$ cat src/phy_ctrl_pkg.sv
package phy_ctrl_pkg;

    // ****************************************************************
    // register map
    // ****************************************************************
    localparam logic [4:0]  CTRL_ADDR  = 5'h00;
    localparam logic [15:0] CTRL_RESET = 16'h3080;

    // ****************************************************************
    // field positions of the control register
    // ****************************************************************
    localparam int B_RESET    = 15;
    localparam int B_LOOP     = 14;
    localparam int B_SPEED    = 13;
    localparam int B_AN_EN    = 12;
    localparam int B_PDN      = 11;
    localparam int B_ISOLATE  = 10;
    localparam int B_RESTART  = 9;
    localparam int B_DUPLEX   = 8;
    localparam int B_COLTEST  = 7;

    // ****************************************************************
    // timing
    // ****************************************************************
    localparam int CLK_PERIOD_NS   = 8;
    localparam int DEAD_TIME_NS    = 560;
    localparam int DEAD_CYCLES_RAW = DEAD_TIME_NS / CLK_PERIOD_NS;
    localparam int DEAD_CYCLES     = (DEAD_CYCLES_RAW < 1) ? 1 : DEAD_CYCLES_RAW;
    localparam int TIMER_W         = 16;

endpackage

$ cat src/span_timer.sv
`timescale 1ns/1ns
module span_timer #(
    parameter int W = 16
) (
    input  wire logic         core_clk,
    input  wire logic         nrst,
    input  wire logic         start,
    input  wire logic [W-1:0] length,
    output logic              busy,
    output logic              done
);

    // elaboration check: a one-bit counter cannot tell the last cycle from idle
    if (W < 2) begin : g_bad_width
        $error("span_timer width too small");
    end

    logic [W-1:0] cnt;
    wire          last = (cnt == {{(W-1){1'b0}}, 1'b1});

    // counts length cycles of busy, then one cycle of done
    always_ff @(posedge core_clk or negedge nrst) begin
        if (!nrst) begin
            cnt  <= '0;
            busy <= 1'b0;
            done <= 1'b0;
        end else if (start) begin
            cnt  <= length;
            busy <= 1'b1;
            done <= 1'b0;
        end else begin
            done <= busy && last;
            busy <= busy && !last;
            cnt  <= busy ? cnt - 1'b1 : '0;
        end
    end

endmodule

$ cat src/phy_basic_control.sv
`timescale 1ns/1ns
module phy_basic_control
    import phy_ctrl_pkg::*;
#(
    parameter int RESET_CYCLES = 16
) (
    input  wire logic        core_clk,
    input  wire logic        nrst,
    input  wire logic        reg_wr,
    input  wire logic        reg_rd,
    input  wire logic [4:0]  reg_addr,
    input  wire logic [15:0] reg_wdata,
    output logic      [15:0] reg_rdata,
    output logic             reg_ready,
    input  wire logic        link_power_down,
    input  wire logic        mdi_loop_req,
    input  wire logic        an_speed_100,
    input  wire logic        an_full_duplex,
    input  wire logic [3:0]  tx_nibble,
    input  wire logic        tx_en,
    input  wire logic [3:0]  net_rx_nibble,
    input  wire logic        net_rx_dv,
    output logic      [3:0]  rx_nibble,
    output logic             rx_dv,
    output logic      [3:0]  net_tx_nibble,
    output logic             net_tx_en,
    output logic             rx_dead,
    output logic             soft_reset,
    output logic             an_restart,
    output logic             an_enable,
    output logic             speed_100,
    output logic             full_duplex,
    output logic             power_down,
    output logic             isolated,
    output logic             mii_loop,
    output logic             mdi_loop
);

    import phy_ctrl_pkg::*;

    // elaboration check: the reset span must fit the shared timer width
    if (RESET_CYCLES < 1 || RESET_CYCLES >= (1 << TIMER_W)) begin : g_bad_reset_cycles
        $error("RESET_CYCLES out of range");
    end

    // ****************************************************************
    // control bits
    // ****************************************************************
    logic loop;
    logic spd;
    logic an_en;
    logic pdn;
    logic iso;
    logic dup;
    logic coltest;
    logic restart;
    logic srst_busy;
    logic srst_done;
    logic dead_busy;

    // decode: writes are refused while the soft reset is still running
    wire addr_hit   = (reg_addr == CTRL_ADDR);
    wire wr_ok      = reg_wr && reg_ready && addr_hit && !srst_busy;
    wire srst_start = wr_ok && reg_wdata[B_RESET];
    wire loop_rise  = wr_ok && !srst_start && reg_wdata[B_LOOP] && !loop;

    // read image; duplex forced to one under negotiation
    wire [15:0] read_val = {srst_busy, loop, spd, an_en, pdn, iso, restart,
                            an_en | dup, coltest, 7'h00};

    // effective modes, before the output flops
    wire next_speed = an_en ? an_speed_100 : spd;
    wire next_dup   = loop ? 1'b1 : (an_en ? an_full_duplex : dup);

    // soft reset lasts RESET_CYCLES; bit 15 stays high until done
    span_timer #(.W(TIMER_W)) u_srst (
        .core_clk (core_clk),
        .nrst     (nrst),
        .start    (srst_start),
        .length   (TIMER_W'(RESET_CYCLES)),
        .busy     (srst_busy),
        .done     (srst_done)
    );

    // descrambler resync window on entering loopback
    span_timer #(.W(TIMER_W)) u_dead (
        .core_clk (core_clk),
        .nrst     (nrst),
        .start    (loop_rise),
        .length   (TIMER_W'(DEAD_CYCLES)),
        .busy     (dead_busy),
        .done     ()
    );

    // ****************************************************************
    // register storage
    // ****************************************************************
    // reset write reloads defaults at once so the link sees them during reset
    always_ff @(posedge core_clk or negedge nrst) begin
        if (!nrst) begin
            {loop, spd, an_en, pdn, iso} <= CTRL_RESET[B_LOOP:B_ISOLATE];
            dup     <= CTRL_RESET[B_DUPLEX];
            coltest <= CTRL_RESET[B_COLTEST];
            restart <= 1'b0;
        end else if (srst_start) begin
            {loop, spd, an_en, pdn, iso} <= CTRL_RESET[B_LOOP:B_ISOLATE];
            dup     <= CTRL_RESET[B_DUPLEX];
            coltest <= CTRL_RESET[B_COLTEST];
            restart <= 1'b0;
        end else if (wr_ok) begin
            {loop, spd, an_en, pdn, iso} <= reg_wdata[B_LOOP:B_ISOLATE];
            dup     <= an_en ? dup : reg_wdata[B_DUPLEX];
            coltest <= reg_wdata[B_COLTEST];
            restart <= reg_wdata[B_RESTART];
        end else begin
            restart <= 1'b0;
        end
    end

    // bus answer and readiness
    always_ff @(posedge core_clk or negedge nrst) begin
        if (!nrst) begin
            reg_rdata <= 16'h0000;
            reg_ready <= 1'b1;
        end else begin
            if (reg_rd) reg_rdata <= addr_hit ? read_val : 16'h0000;
            if (srst_start) reg_ready <= 1'b0;
            else if (srst_done) reg_ready <= 1'b1;
        end
    end

    // ****************************************************************
    // mode outputs and nibble path
    // ****************************************************************
    // all outputs are flopped; loopback data lags tx by one cycle
    always_ff @(posedge core_clk or negedge nrst) begin
        if (!nrst) begin
            rx_nibble     <= 4'h0;
            rx_dv         <= 1'b0;
            net_tx_nibble <= 4'h0;
            net_tx_en     <= 1'b0;
            rx_dead       <= 1'b0;
            soft_reset    <= 1'b0;
            an_restart    <= 1'b0;
            an_enable     <= 1'b1;
            speed_100     <= 1'b1;
            full_duplex   <= 1'b0;
            power_down    <= 1'b0;
            isolated      <= 1'b0;
            mii_loop      <= 1'b0;
            mdi_loop      <= 1'b0;
        end else begin
            if (iso || (loop && dead_busy)) begin
                rx_nibble <= 4'h0;
                rx_dv     <= 1'b0;
            end else if (loop) begin
                rx_nibble <= tx_nibble;
                rx_dv     <= tx_en;
            end else begin
                rx_nibble <= net_rx_nibble;
                rx_dv     <= net_rx_dv;
            end
            // network side sees nothing while looped or isolated
            net_tx_nibble <= (iso || loop) ? 4'h0 : tx_nibble;
            net_tx_en     <= !(iso || loop) && tx_en;
            // dead flag covers the blanked loopback dead-window cycles, no extra lead cycle, but not the soft reset write cycle
            rx_dead       <= !srst_start && loop && dead_busy;
            soft_reset    <= srst_start || (srst_busy && !srst_done);
            an_restart    <= wr_ok && !srst_start && reg_wdata[B_RESTART];
            an_enable     <= an_en;
            speed_100     <= next_speed;
            full_duplex   <= next_dup;
            power_down    <= pdn || link_power_down;
            isolated      <= iso;
            mii_loop      <= loop;
            mdi_loop      <= mdi_loop_req && !loop;
        end
    end
endmodule

$ cat config.mk
export PLATFORM = sky130hd
export DESIGN_NAME = phy_basic_control
export DESIGN_NICKNAME = d
export VERILOG_FILES = /design/src/phy_ctrl_pkg.sv /design/src/span_timer.sv /design/src/phy_basic_control.sv
export SDC_FILE = /design/constraint.sdc
export NUM_CORES = 1
export LEC_CHECK = 0
export BUFFER_PORTS_ARGS = -buffer_cell sky130_fd_sc_hd__buf_2
export CAP_MARGIN = 10
export CORE_AREA = 5 5 115 117
export DETAILED_ROUTE_END_ITERATION = 12
export DIE_AREA = 0 0 120 122
export GPL_TIMING_DRIVEN = 0
export PLACE_DENSITY = 0.47
export SYNTH_ARGS = -nofsm -noshare
export SYNTH_HDL_FRONTEND = slang
export SYNTH_HIERARCHICAL = 1
export SYNTH_SLANG_ARGS = --single-unit
$ cat constraint.sdc
create_clock -name core_clk -period 3 [get_ports core_clk]
set_clock_uncertainty 0.05 [all_clocks]
set_input_delay 0.3 -clock core_clk [delete_from_list [all_inputs] [get_ports core_clk]]
set_output_delay 0.3 -clock core_clk [all_outputs]
set_load 0.01 [all_outputs]
### After elaboration in Yosys (flattened, before gate mapping)

Cells that the tools add are included.
Widths: inputs -> output; s select.

| storage, ports and cells | value |
|---|---|
| register bits | 80 |
| input port bits | 39 |
| output and inout bits | 37 |
| logic and storage cells | 102 |

| operators by class | value |
|---|---|
| $add $sub $neg | 2 |
| eq/ne operators | 3 |
| muxes and demuxes | 35 |
| bitwise gates (word level) | 1 |
| reductions and logical operators | 32 |

Operators by type and width:

| operator | count |
|---|---|
| $mux 16 | 5 |
| $eq 16x1->1 const B | 2 |
| $sub 16x1->16 const B | 2 |
| $mux 1 | 27 |
| $logic_and 1x1->1 | 17 |
| $mux 4 | 3 |
| $logic_not 1->1 | 7 |
| $logic_not 5->1 | 1 |
| $logic_or 1x1->1 | 4 |
| $reduce_bool 2->1 | 2 |
| $ne 2x1->1 const B | 1 |
| $reduce_and 2->1 | 1 |
| $or 1x1->1 | 1 |

### Logic depth before layout (Yosys ltp)

Gate-level depths: netlist of run 1.

| depth | value |
|---|---|
| word-level depth | 9 |
| gate-level depth with buffers | 7 |
| mapped depth without buffers | 7 |

### Hierarchy

Netlist of run 1, hierarchy kept.

Modules (own cells, without submodules):

| module | times used | cells an instance | area an instance (um^2) | sequential area each (um^2) |
|---|---|---|---|---|
| span_timer | 2 | 101 | 972.2 | 450.4 |
| phy_basic_control | 1 | 135 | 1561.5 | 958.4 |

### Worst setup path after synthesis of run 1

Ideal clock, no wire load.

| timing path | value |
|---|---|
| path kind | flip-flop to flip-flop |
| start | register u_srst.busy |
| end | register u_dead.busy |
| library setup time | 65 ps |
| arrival | 2116 ps |
| required time | 2885 ps |
| path slack | 770 ps |
| cell stages (with the launch flop) | 7 |
| buffers on the path | 2 |
| clock period less this slack | 2230 ps |
| path through | dfrtp_1 or4_4 or3_1 nor3b_1 clkbuf_1 buf_1 a21o_1 |

| between the ends | value |
|---|---|
| cells in the longest elaborated chain, start to end | 8 |

RTL lines:

| item | RTL line | source |
|---|---|---|
| start, declared | span_timer.sv:9 | `output logic busy,` |
| start signal, assigned | span_timer.sv:33 | `busy <= busy && !last;` |
| $logic_not 1->1 * | phy_basic_control.sv:63 | `wire wr_ok = reg_wr && reg_ready && addr_hit && !srst_busy;` |
| $logic_and 1x1->1 * | phy_basic_control.sv:63 |  |
| $logic_and 1x1->1 | phy_basic_control.sv:64 | `wire srst_start = wr_ok && reg_wdata[B_RESET];` |
| $logic_not 1->1 | phy_basic_control.sv:65 | `wire loop_rise = wr_ok && !srst_start && reg_wdata[B_LOOP] && !loop;` |
| $logic_and 1x1->1 * (3 in series) | phy_basic_control.sv:65 |  |
| named net loop_rise | phy_basic_control.sv:65 |  |
| $mux 1 * | span_timer.sv:27 | `end else if (start) begin` |
| end signal, assigned | span_timer.sv:33 |  |
| end, declared | span_timer.sv:9 |  |

The timed path passes the listed nets; every way through them passes the cells marked *.
A chain may end at the register's enable or synchronous reset.

### Final worst setup path of run 1

Ends and elaborated chain as after synthesis.

==> results of run 1 <==
[layer usage]
metal  vias to the layer above  track usage [%]
met4                         0            4.724
met2                        70            18.02
met3                        10            3.203
met1                      1287            14.74
li1                       1334                -
met5                         -                0
[critical path: cells and delay by family, from the launching register on]
kind / cells / cell delay (ns)
buf+inv: 2 / 0.88
simple gates: 3 / 1.16
flops: 1 / 0.47
compound gates: 1 / 0.13
[sequential cells by signal, indices dropped and copies added, names as in the netlist, 4 cells and up]
| signal | cells |
|---|---|
| reg_rdata | 9 |
| net_tx_nibble | 4 |
| rx_nibble | 4 |
| u_srst/cnt | 16 |
| u_dead/cnt | 16 |
[timing repair]
action | 4_1_cts | 5_1_grt
setup buffers | 0 | 0
hold buffers | 1 | 0
endpoints found under the hold margin | 12 | 0
[layout make-up]
cell class              count  area (sq um)  area share (%)
flip-flops and latches     73          1834           41.16
multi-input cells         268          1638           36.75
repair buffers             62         340.3           7.636
clock buffers              11         232.7           5.222
well taps                 150         187.7           4.211
plain buffers              18         95.09           2.134
clock inverters             5         80.08           1.797
inverters                  13         48.80           1.095
[cell usage in the layout (no fill, tap or decap), types with 5 or more instances in the layout]
cell type  instances
a21oi_1            9
and2_1             6
buf_2             60
buf_4              8
clkbuf_1          10
clkbuf_16          9
conb_1            39
dfrtp_1           67
dfstp_2            6
inv_1             12
nand2_1           47
nand2b_1           7
nand3_1            8
nand3b_1           7
nand4_1            6
nor2_1            21
nor2b_1            5
nor3b_1            5
o21ai_0           24
o2bb2ai_1          8
o31ai_1            5
xnor2_1            8
xor2_1            16
[worst max path at each step]
stage                               start                     to  slack (ns)  depth (start not counted)
floorplan           u_srst/busy$_DFF_PN0_  u_dead/busy$_DFF_PN0_        0.77                          6
global placement              reg_addr[1]  u_dead/busy$_DFF_PN0_        0.19                          7
detailed placement            reg_addr[1]  u_dead/busy$_DFF_PN0_        0.23                          7
CTS                 u_srst/busy$_DFF_PN0_  u_dead/busy$_DFF_PN0_        0.24                          6
global route        u_srst/busy$_DFF_PN0_  u_dead/busy$_DFF_PN0_        0.07                          6
finish              u_srst/busy$_DFF_PN0_  u_dead/busy$_DFF_PN0_        0.25                          6
[stage by stage]
step | area [sq um] | hold WS [ns] | utilization, % | setup WS (ns)
after floorplan | 3616 | -0.04559 | - | 0.7697
after global placement | 4104 | 0.3034 | 33.47 | 0.1895
after detailed placement | 4134 | 0.1199 | 33.72 | 0.2264
after CTS | 4457 | 0.1032 | 36.35 | 0.2401
after global routing | 4457 | 0.1035 | 36.35 | 0.07309
final | 4457 | 0.1160 | 36.35 | 0.2471
[report_power, final]
part | switching [mW] | total, mW | internal [mW]
combinational | 0.959 | 1.78 | 0.818
clock | 0.407 | 1.13 | 0.727
sequential | 0.255 | 1.48 | 1.22
==> impl_metrics.yaml, run 1 <==
job:
  cap_violations: 0
outcome:
  status: "finished clean"
timing:
  period_needed_ns: 2.753
  worst_slew_pin_slew_ns: 0.9273
  finalHoldViolCount: 0
  period_share_pct: 91.76
  setup_viol: 0
  slew_violations: 0
  setup_tns_ns: 0
  max_freq_mhz: 363.3
  relSlewSlack_pct: 38.04
  rsz0062_at_grt: "false"
route:
  dr.pass1.iters: 4
  wl_met3_microns: 497
  drt-vias-per-instance: 4.502
  routed.top_layer: "met4"
  wl_met1_microns: 3750
  drt_wl_total_microns: 7858
  drc_errors: 0
  met2_wirelength_microns: 3465
  wl_per_cell_microns: 13.10
  detail-route-antenna-nets: 0
  first_iter_violations: 108
  num_vias: 2701
global_routing:
  grt_pass1_wl_microns: 13300
  antenna_found_initial: 0
  grt_pass1_vias: 2711
  grt_max_degree: 62
  grt_use_total_pct: 11.40
  grt.overflow.total: 0
layout:
  diodes: 0
  instances_no_fill: 600
  syn2layout_area_growth_pct: 28.18
  fin_nets: 488
  fillCellCount: 1252
  layout-drive-gt1-share_pct: 23.11
clock_network:
  numCtsBuffers: 9
  post_cts_resized: 0
  path_clk_slew_ns: 0.06
  cts_root_buf: "clkbuf_16"
  clock_sink_count: 73
  clock_latency_ns: 0.33
  clock_path_buffers: 2
  cts_tree: "built"
  cts-htree-levels: 3
place:
  dp_hpwl_microns: 5516
  io_buffer_count: 60
  post-place-cells: 583
  globalplace.congestion: 0.7238
setup_path:
  crit_path_max_fanout: 10
  start_kind: "register"
  rr_endpoint: "u_dead/busy$_DFF_PN0_"
  r2r_slack_ns: 0.25
  critical_path_required_ns: 3.22
  r2r_cells: 6
  crit_chain: "or4_4 > or3_1 > nor3b_1 > clkbuf_1 > buf_1 > a21o_1"
  reg2reg_from: "u_srst/busy$_DFF_PN0_"
  cp_slowest_cell: "or4_4"
  cp.arrival_ns: 2.97
  path_class: "register to register"
  critPathCaptureType: "register"
  slowest_delay_ns: 0.49
pwr:
  total_power_mw: 4.390
  cellPowerDensity_nw_per_um2: 985.1
  irDropWorstVdd_mv: 0.3042
  power.leakage_nw: 2.183
floorplanning:
  std_cell_rows: 41
  die_h_microns: 122
  core-area_sq_um: 12260
  dieArea_sq_um: 14640
  ioPinCount: 76
  start_util_pct: 28.36
  die_w_microns: 120
worst_hold_path:
  min_path_cells: 2
  holdPathEnd: "power_down$_DFF_PN0_"
  hp-start: "link_power_down"
  hold_class: "input pin to register"
yosys:
  avgSynthCellArea_sq_um: 10.38
  ys_warn_count: 6
  syn_area_sq_um: 3477
  netlist_instances: 335
No activity file was read; power rests on OpenSTA's default activity.
==> run 2, diff against run 1 <==
--- a/config.mk
+++ b/config.mk
@@ -5,11 +5,12 @@
 export SDC_FILE = /design/constraint.sdc
 export NUM_CORES = 1
 export LEC_CHECK = 0
+export ABC_AREA = 1
 export BUFFER_PORTS_ARGS = -buffer_cell sky130_fd_sc_hd__buf_2
 export CAP_MARGIN = 10
-export CORE_AREA = 5 5 115 117
+export CORE_AREA = 5 5 120 122
 export DETAILED_ROUTE_END_ITERATION = 12
-export DIE_AREA = 0 0 120 122
+export DIE_AREA = 0 0 125 127
 export GPL_TIMING_DRIVEN = 0
 export PLACE_DENSITY = 0.47
 export SYNTH_ARGS = -nofsm -noshare
==> impl_metrics.yaml, run 2 <==
outcome:
  status: "finished clean"
setup_path:
  critPathMostFrequentCell: "nand2_1"
  crit_path_max_fanout: 10
  critical_path_required_ns: 3.23
  reg2reg_from: "reg_ready$_DFFE_PN1P_"
  crit_family: "simple AND/OR/NAND/NOR gates"
  path_class: "register to register"
  cp.arrival_ns: 2.30
  rr_endpoint: "u_dead/cnt[6]$_DFF_PN0_"
  r2r_slack_ns: 0.93
  critPathCaptureType: "register"
  crit_chain: "nand2_1 > nor2_4 > nand4_1 > nor2_1 > buf_2 > clkbuf_1 > nand2_1 > nand2_1"
  r2r_cells: 8
  cp_slowest_cell: "dfstp_2"
  slowest_delay_ns: 0.56
  start_kind: "register"
  timing.critical_path.buf_inv: 2
clock_network:
  clock_sink_count: 73
  cts-htree-levels: 3
  clock_path_buffers: 2
  path_clk_slew_ns: 0.06
  numCtsBuffers: 9
  post_cts_resized: 0
  cts_setup_buffers: 0
  cts_root_buf: "clkbuf_16"
  cts_hold_buf: 1
  cts_tree: "built"
  clock_latency_ns: 0.34
yosys:
  syn_area_sq_um: 3844
  ys_warn_count: 6
  avgSynthCellArea_sq_um: 7.925
  netlist_instances: 485
layout:
  design_area_sq_um: 4852
  diodes: 0
  largest_registers: "u_dead/cnt: 16 flops, u_srst/cnt: 16 flops, reg_rdata: 9 flops"
  final_common_cell: "nand2_1"
  fin_nets: 638
  syn2layout_area_growth_pct: 26.24
  layout-drive-gt1-share_pct: 23.00
  final_cell_mix: "148 x nand2_1, 68 x inv_1, 67 x dfrtp_1"
global_routing:
  grt_pass1_wl_microns: 15130
  grt_max_degree: 54
  grt_use_total_pct: 11.69
  grt.overflow.total: 0
  antenna_found_initial: 0
  grt_pass1_vias: 3181
route:
  drt_wl_total_microns: 8730
  num_vias: 3195
  drt-vias-per-instance: 4.117
  drc_errors: 0
  detail-route-antenna-nets: 0
  wl_per_cell_microns: 11.25
  first_iter_violations: 85
  dr.pass1.iters: 4
worst_hold_path:
  min_path_cells: 2
  hp-start: "link_power_down"
  hold_class: "input pin to register"
  holdPathEnd: "power_down$_DFF_PN0_"
timing:
  slew_violations: 0
  period_share_pct: 68.96
  setup_viol: 0
  worst_slew_pin_slew_ns: 0.5241
  rsz0062_at_grt: "false"
  relSlewSlack_pct: 65.06
  period_needed_ns: 2.069
  setup_tns_ns: 0
  max_freq_mhz: 483.4
  finalHoldViolCount: 0
floorplanning:
  start_util_pct: 29.37
  dieArea_sq_um: 15880
  ioPinCount: 76
  std_cell_rows: 42
  die_h_microns: 127
  die_w_microns: 125
  core-area_sq_um: 13090
place:
  globalplace.congestion: 0.8190
  dp_hpwl_microns: 6514
  io_buffer_count: 60
  placed_area_sq_um: 4533
pwr:
  total_power_mw: 2.742
  irDropWorstVdd_mv: 0.2897
  power.leakage_nw: 2.617
  cellPowerDensity_nw_per_um2: 565.1
job:
  cap_violations: 0
[run 2: report_power, final]
group          switching, mW  total [mW]  internal (mW)
Combinational          0.244       0.399          0.155
Sequential             0.114        1.23           1.11
Clock                  0.456        1.12          0.660
Total                  0.815        2.74           1.93
[run 2: how the worst max path moves through the flow]
stage / start / endpoint / slack, ns / cells after the start
2_1_floorplan: reg_ready$_DFFE_PN1P_ / u_dead/cnt[2]$_DFF_PN0_ / 1.22 / 10
3_3_place_gp: reg_ready$_DFFE_PN1P_ / u_dead/cnt[6]$_DFF_PN0_ / 0.87 / 8
3_5_place_dp: reg_ready$_DFFE_PN1P_ / u_dead/cnt[6]$_DFF_PN0_ / 0.88 / 8
4_1_cts: reg_ready$_DFFE_PN1P_ / u_dead/cnt[6]$_DFF_PN0_ / 0.87 / 8
5_1_grt: reg_ready$_DFFE_PN1P_ / u_dead/cnt[6]$_DFF_PN0_ / 0.69 / 8
6_report: reg_ready$_DFFE_PN1P_ / u_dead/cnt[6]$_DFF_PN0_ / 0.93 / 8
[run 2: metrics by stage]
stage	instances	hold WS, ns	worst slack, ns	util, %
2_1_floorplan	522	-0.04559	1.224	-
3_3_place_gp	758	0.3645	0.8722	34.41
3_5_place_dp	759	0.1647	0.8827	34.64
4_1_cts	776	0.09009	0.8740	37.08
5_1_grt	776	0.1011	0.6880	37.08
6_report	776	0.1061	0.9312	37.08
[run 2: layout make-up]
type / instances / area, sq um
Buffer: 15 / 110.1
Tap cell: 176 / 220.2
Inverter: 72 / 270.3
Multi-Input combinational cell: 362 / 1768
Sequential cell: 73 / 1834
Clock buffer: 9 / 225.2
Clock inverter: 7 / 83.83
Fill cell: 1388 / 8233
Timing Repair Buffer: 62 / 340.3
[run 2: routing by layer]
| layer | up-vias | GRT usage [%] | wire [microns] |
|---|---|---|---|
| li1 | 1677 | - | - |
| met1 | 1464 | 14.95 | 4161 |
| met2 | 44 | 19.04 | 4139 |
| met3 | 10 | 3.965 | 326 |
| met4 | 0 | 3.125 | 103 |
| met5 | - | 0 | 0 |
[run 2: worst reg2reg max path, cell delays in order, from the launching register on]
cell	delay [ns]
dfstp_2	0.56
nand2_1	0.09
nor2_4	0.24
nand4_1	0.18
nor2_1	0.11
buf_2	0.19
clkbuf_1	0.42
nand2_1	0.09
nand2_1	0.08
==> run 3, diff against run 2 <==
==> constraint.sdc (replaced) <==
create_clock -name core_clk -period 2.05 [get_ports core_clk]
set_clock_uncertainty 0.05 [all_clocks]
set_input_delay 0.205 -clock core_clk [delete_from_list [all_inputs] [get_ports core_clk]]
set_output_delay 0.205 -clock core_clk [all_outputs]
set_load 0.01 [all_outputs]
==> impl_metrics.yaml, run 3 (synthesized netlist as in run 2, its figures left out) <==
outcome:
  status: "finished clean"
timing:
  setup_viol: 0
  rsz0062_at_grt: "false"
  period_needed_ns: 1.865
  period_share_pct: 90.99
  max_freq_mhz: 536.1
  finalHoldViolCount: 0
  slew_violations: 0
  setup_tns_ns: 0
clock_network:
  numCtsBuffers: 9
  cts_tree: "built"
  clock_path_buffers: 2
  clock_latency_ns: 0.34
  path_clk_slew_ns: 0.06
  cts_root_buf: "clkbuf_16"
  cts-htree-levels: 3
  clock_sink_count: 73
route:
  wl_per_cell_microns: 11.29
  detail-route-antenna-nets: 0
  drt-vias-per-instance: 4.119
  num_vias: 3209
  dr.pass1.iters: 4
  drt_wl_total_microns: 8792
  drc_errors: 0
  first_iter_violations: 96
setup_path:
  crit_family: "simple AND/OR/NAND/NOR gates"
  crit_start: "reg_ready$_DFFE_PN1P_"
  slowest_delay_ns: 0.56
  critPathMostFrequentCell: "inv_2"
  start_kind: "register"
  r2r_cells: 10
  rr_endpoint: "u_dead/cnt[2]$_DFF_PN0_"
  crit_chain: "nand2_1 > nor2_4 > nand4_1 > nor2_1 > buf_2 > inv_2 > nand2_4 > inv_2 > o21ai_0 > o21ai_1"
  cp.arrival_ns: 2.04
  crit_path_max_fanout: 9
  timing.critical_path.buf_inv: 3
  reg2reg_from: "reg_ready$_DFFE_PN1P_"
  path_class: "register to register"
  r2r_slack_ns: 0.18
  crit_cells: 10
  cp_slowest_cell: "dfstp_2"
  critical_path_required_ns: 2.23
  critPathCaptureType: "register"
floorplanning:
  start_util_pct: 29.37
  std_cell_rows: 42
  core-area_sq_um: 13090
  ioPinCount: 76
  die_w_microns: 125
  dieArea_sq_um: 15880
  die_h_microns: 127
layout:
  largest_registers: "u_dead/cnt: 16 flops, u_srst/cnt: 16 flops, reg_rdata: 9 flops"
  final_common_cell: "nand2_1"
  postLayoutCoreUtil_pct: 37.39
  final_cell_mix: "148 x nand2_1, 68 x inv_1, 67 x dfrtp_1"
  fin_nets: 641
  diodes: 0
  layout-drive-gt1-share_pct: 23.55
  syn2layout_area_growth_pct: 27.28
global_routing:
  grt_max_degree: 54
  antenna_found_initial: 0
  grt.overflow.total: 0
  grt_pass1_wl_microns: 15200
  grt_use_total_pct: 11.73
  grt_pass1_vias: 3198
worst_hold_path:
  hp-start: "mdi_loop_req"
  holdPathEnd: "mdi_loop$_DFF_PN0_"
  min_path_cells: 3
  hold_class: "input pin to register"
place:
  io_buffer_count: 60
  globalplace.congestion: 0.8190
  dp_hpwl_microns: 6514
pwr:
  power.leakage_nw: 2.639
  cellPowerDensity_nw_per_um2: 820.9
  irDropWorstVdd_mv: 0.4240
job:
  cap_violations: 0
==> run 3: cell count changes in the layout (fill, tap and decap cells not counted), sizes merged <==
cell / before / now
buf: 74 / 75
dlygate4sd3: 1 / 2
clkbuf: 11 / 12
==> run 3: where the power goes <==
| group | internal, mW | total, mW | switching (mW) |
|---|---|---|---|
| Combinational | 0.228 | 0.585 | 0.358 |
| Clock | 0.966 | 1.64 | 0.670 |
| Sequential | 1.63 | 1.79 | 0.167 |
| Total | 2.82 | 4.02 | 1.20 |
==> run 3: final cells by class <==
type	instances	area (sq um)
fill	1383	8193
tap	176	220.2
multi-input combinational	362	1778
clock inverter	7	83.83
timing repair buffer	65	365.4
buffer	15	115.1
inverter	72	270.3
clock buffer	9	225.2
sequential	73	1834
==> run 3: through the flow <==
stage | std cells | power [mW] | worst slack (ns) | hold slack, ns | area [sq um]
finish | 779 | 4.016 | 0.1847 | 0.02015 | 4892
global placement | 758 | 2.388 | -0.07780 | 0.3469 | 4503
detailed placement | 759 | 2.410 | -0.06731 | 0.06975 | 4533
floorplan | 522 | 2.214 | 0.2744 | -0.1406 | 3983
CTS | 779 | 4.086 | 0.09463 | 0.006767 | 4880
global route | 779 | 4.275 | 0.02966 | 0.02135 | 4892
==> run 3: worst max-delay path by stage <==
stage / endpoint / slack (ns)
after floorplan: u_dead/cnt[2]$_DFF_PN0_ / 0.27
after global placement: u_dead/cnt[6]$_DFF_PN0_ / -0.08
after detailed placement: u_dead/cnt[6]$_DFF_PN0_ / -0.07
after CTS: u_srst/cnt[2]$_DFF_PN0_ / 0.09
after global routing: u_dead/cnt[11]$_DFF_PN0_ / 0.03
final: u_dead/cnt[2]$_DFF_PN0_ / 0.18
==> run 3: tightest hold or removal path, stage by stage <==
cell,delay [ns]
buf_2,0.09
inv_1,0.04
nor2_1,0.03
==> run 3: timing repair <==
item	in CTS	in global routing
hold endpoints to repair	21	0
endpoints found under the setup margin	7	14
resized for setup	2	3
hold buffers	2	0
setup buffers	2	0
pin swaps	1	0
==> run 3: per-layer routing <==
metal	wire length [microns]	track usage (%)
met2	4180	19.20
met4	102	3.125
met3	335	3.965
met5	0	0
met1	4173	14.95
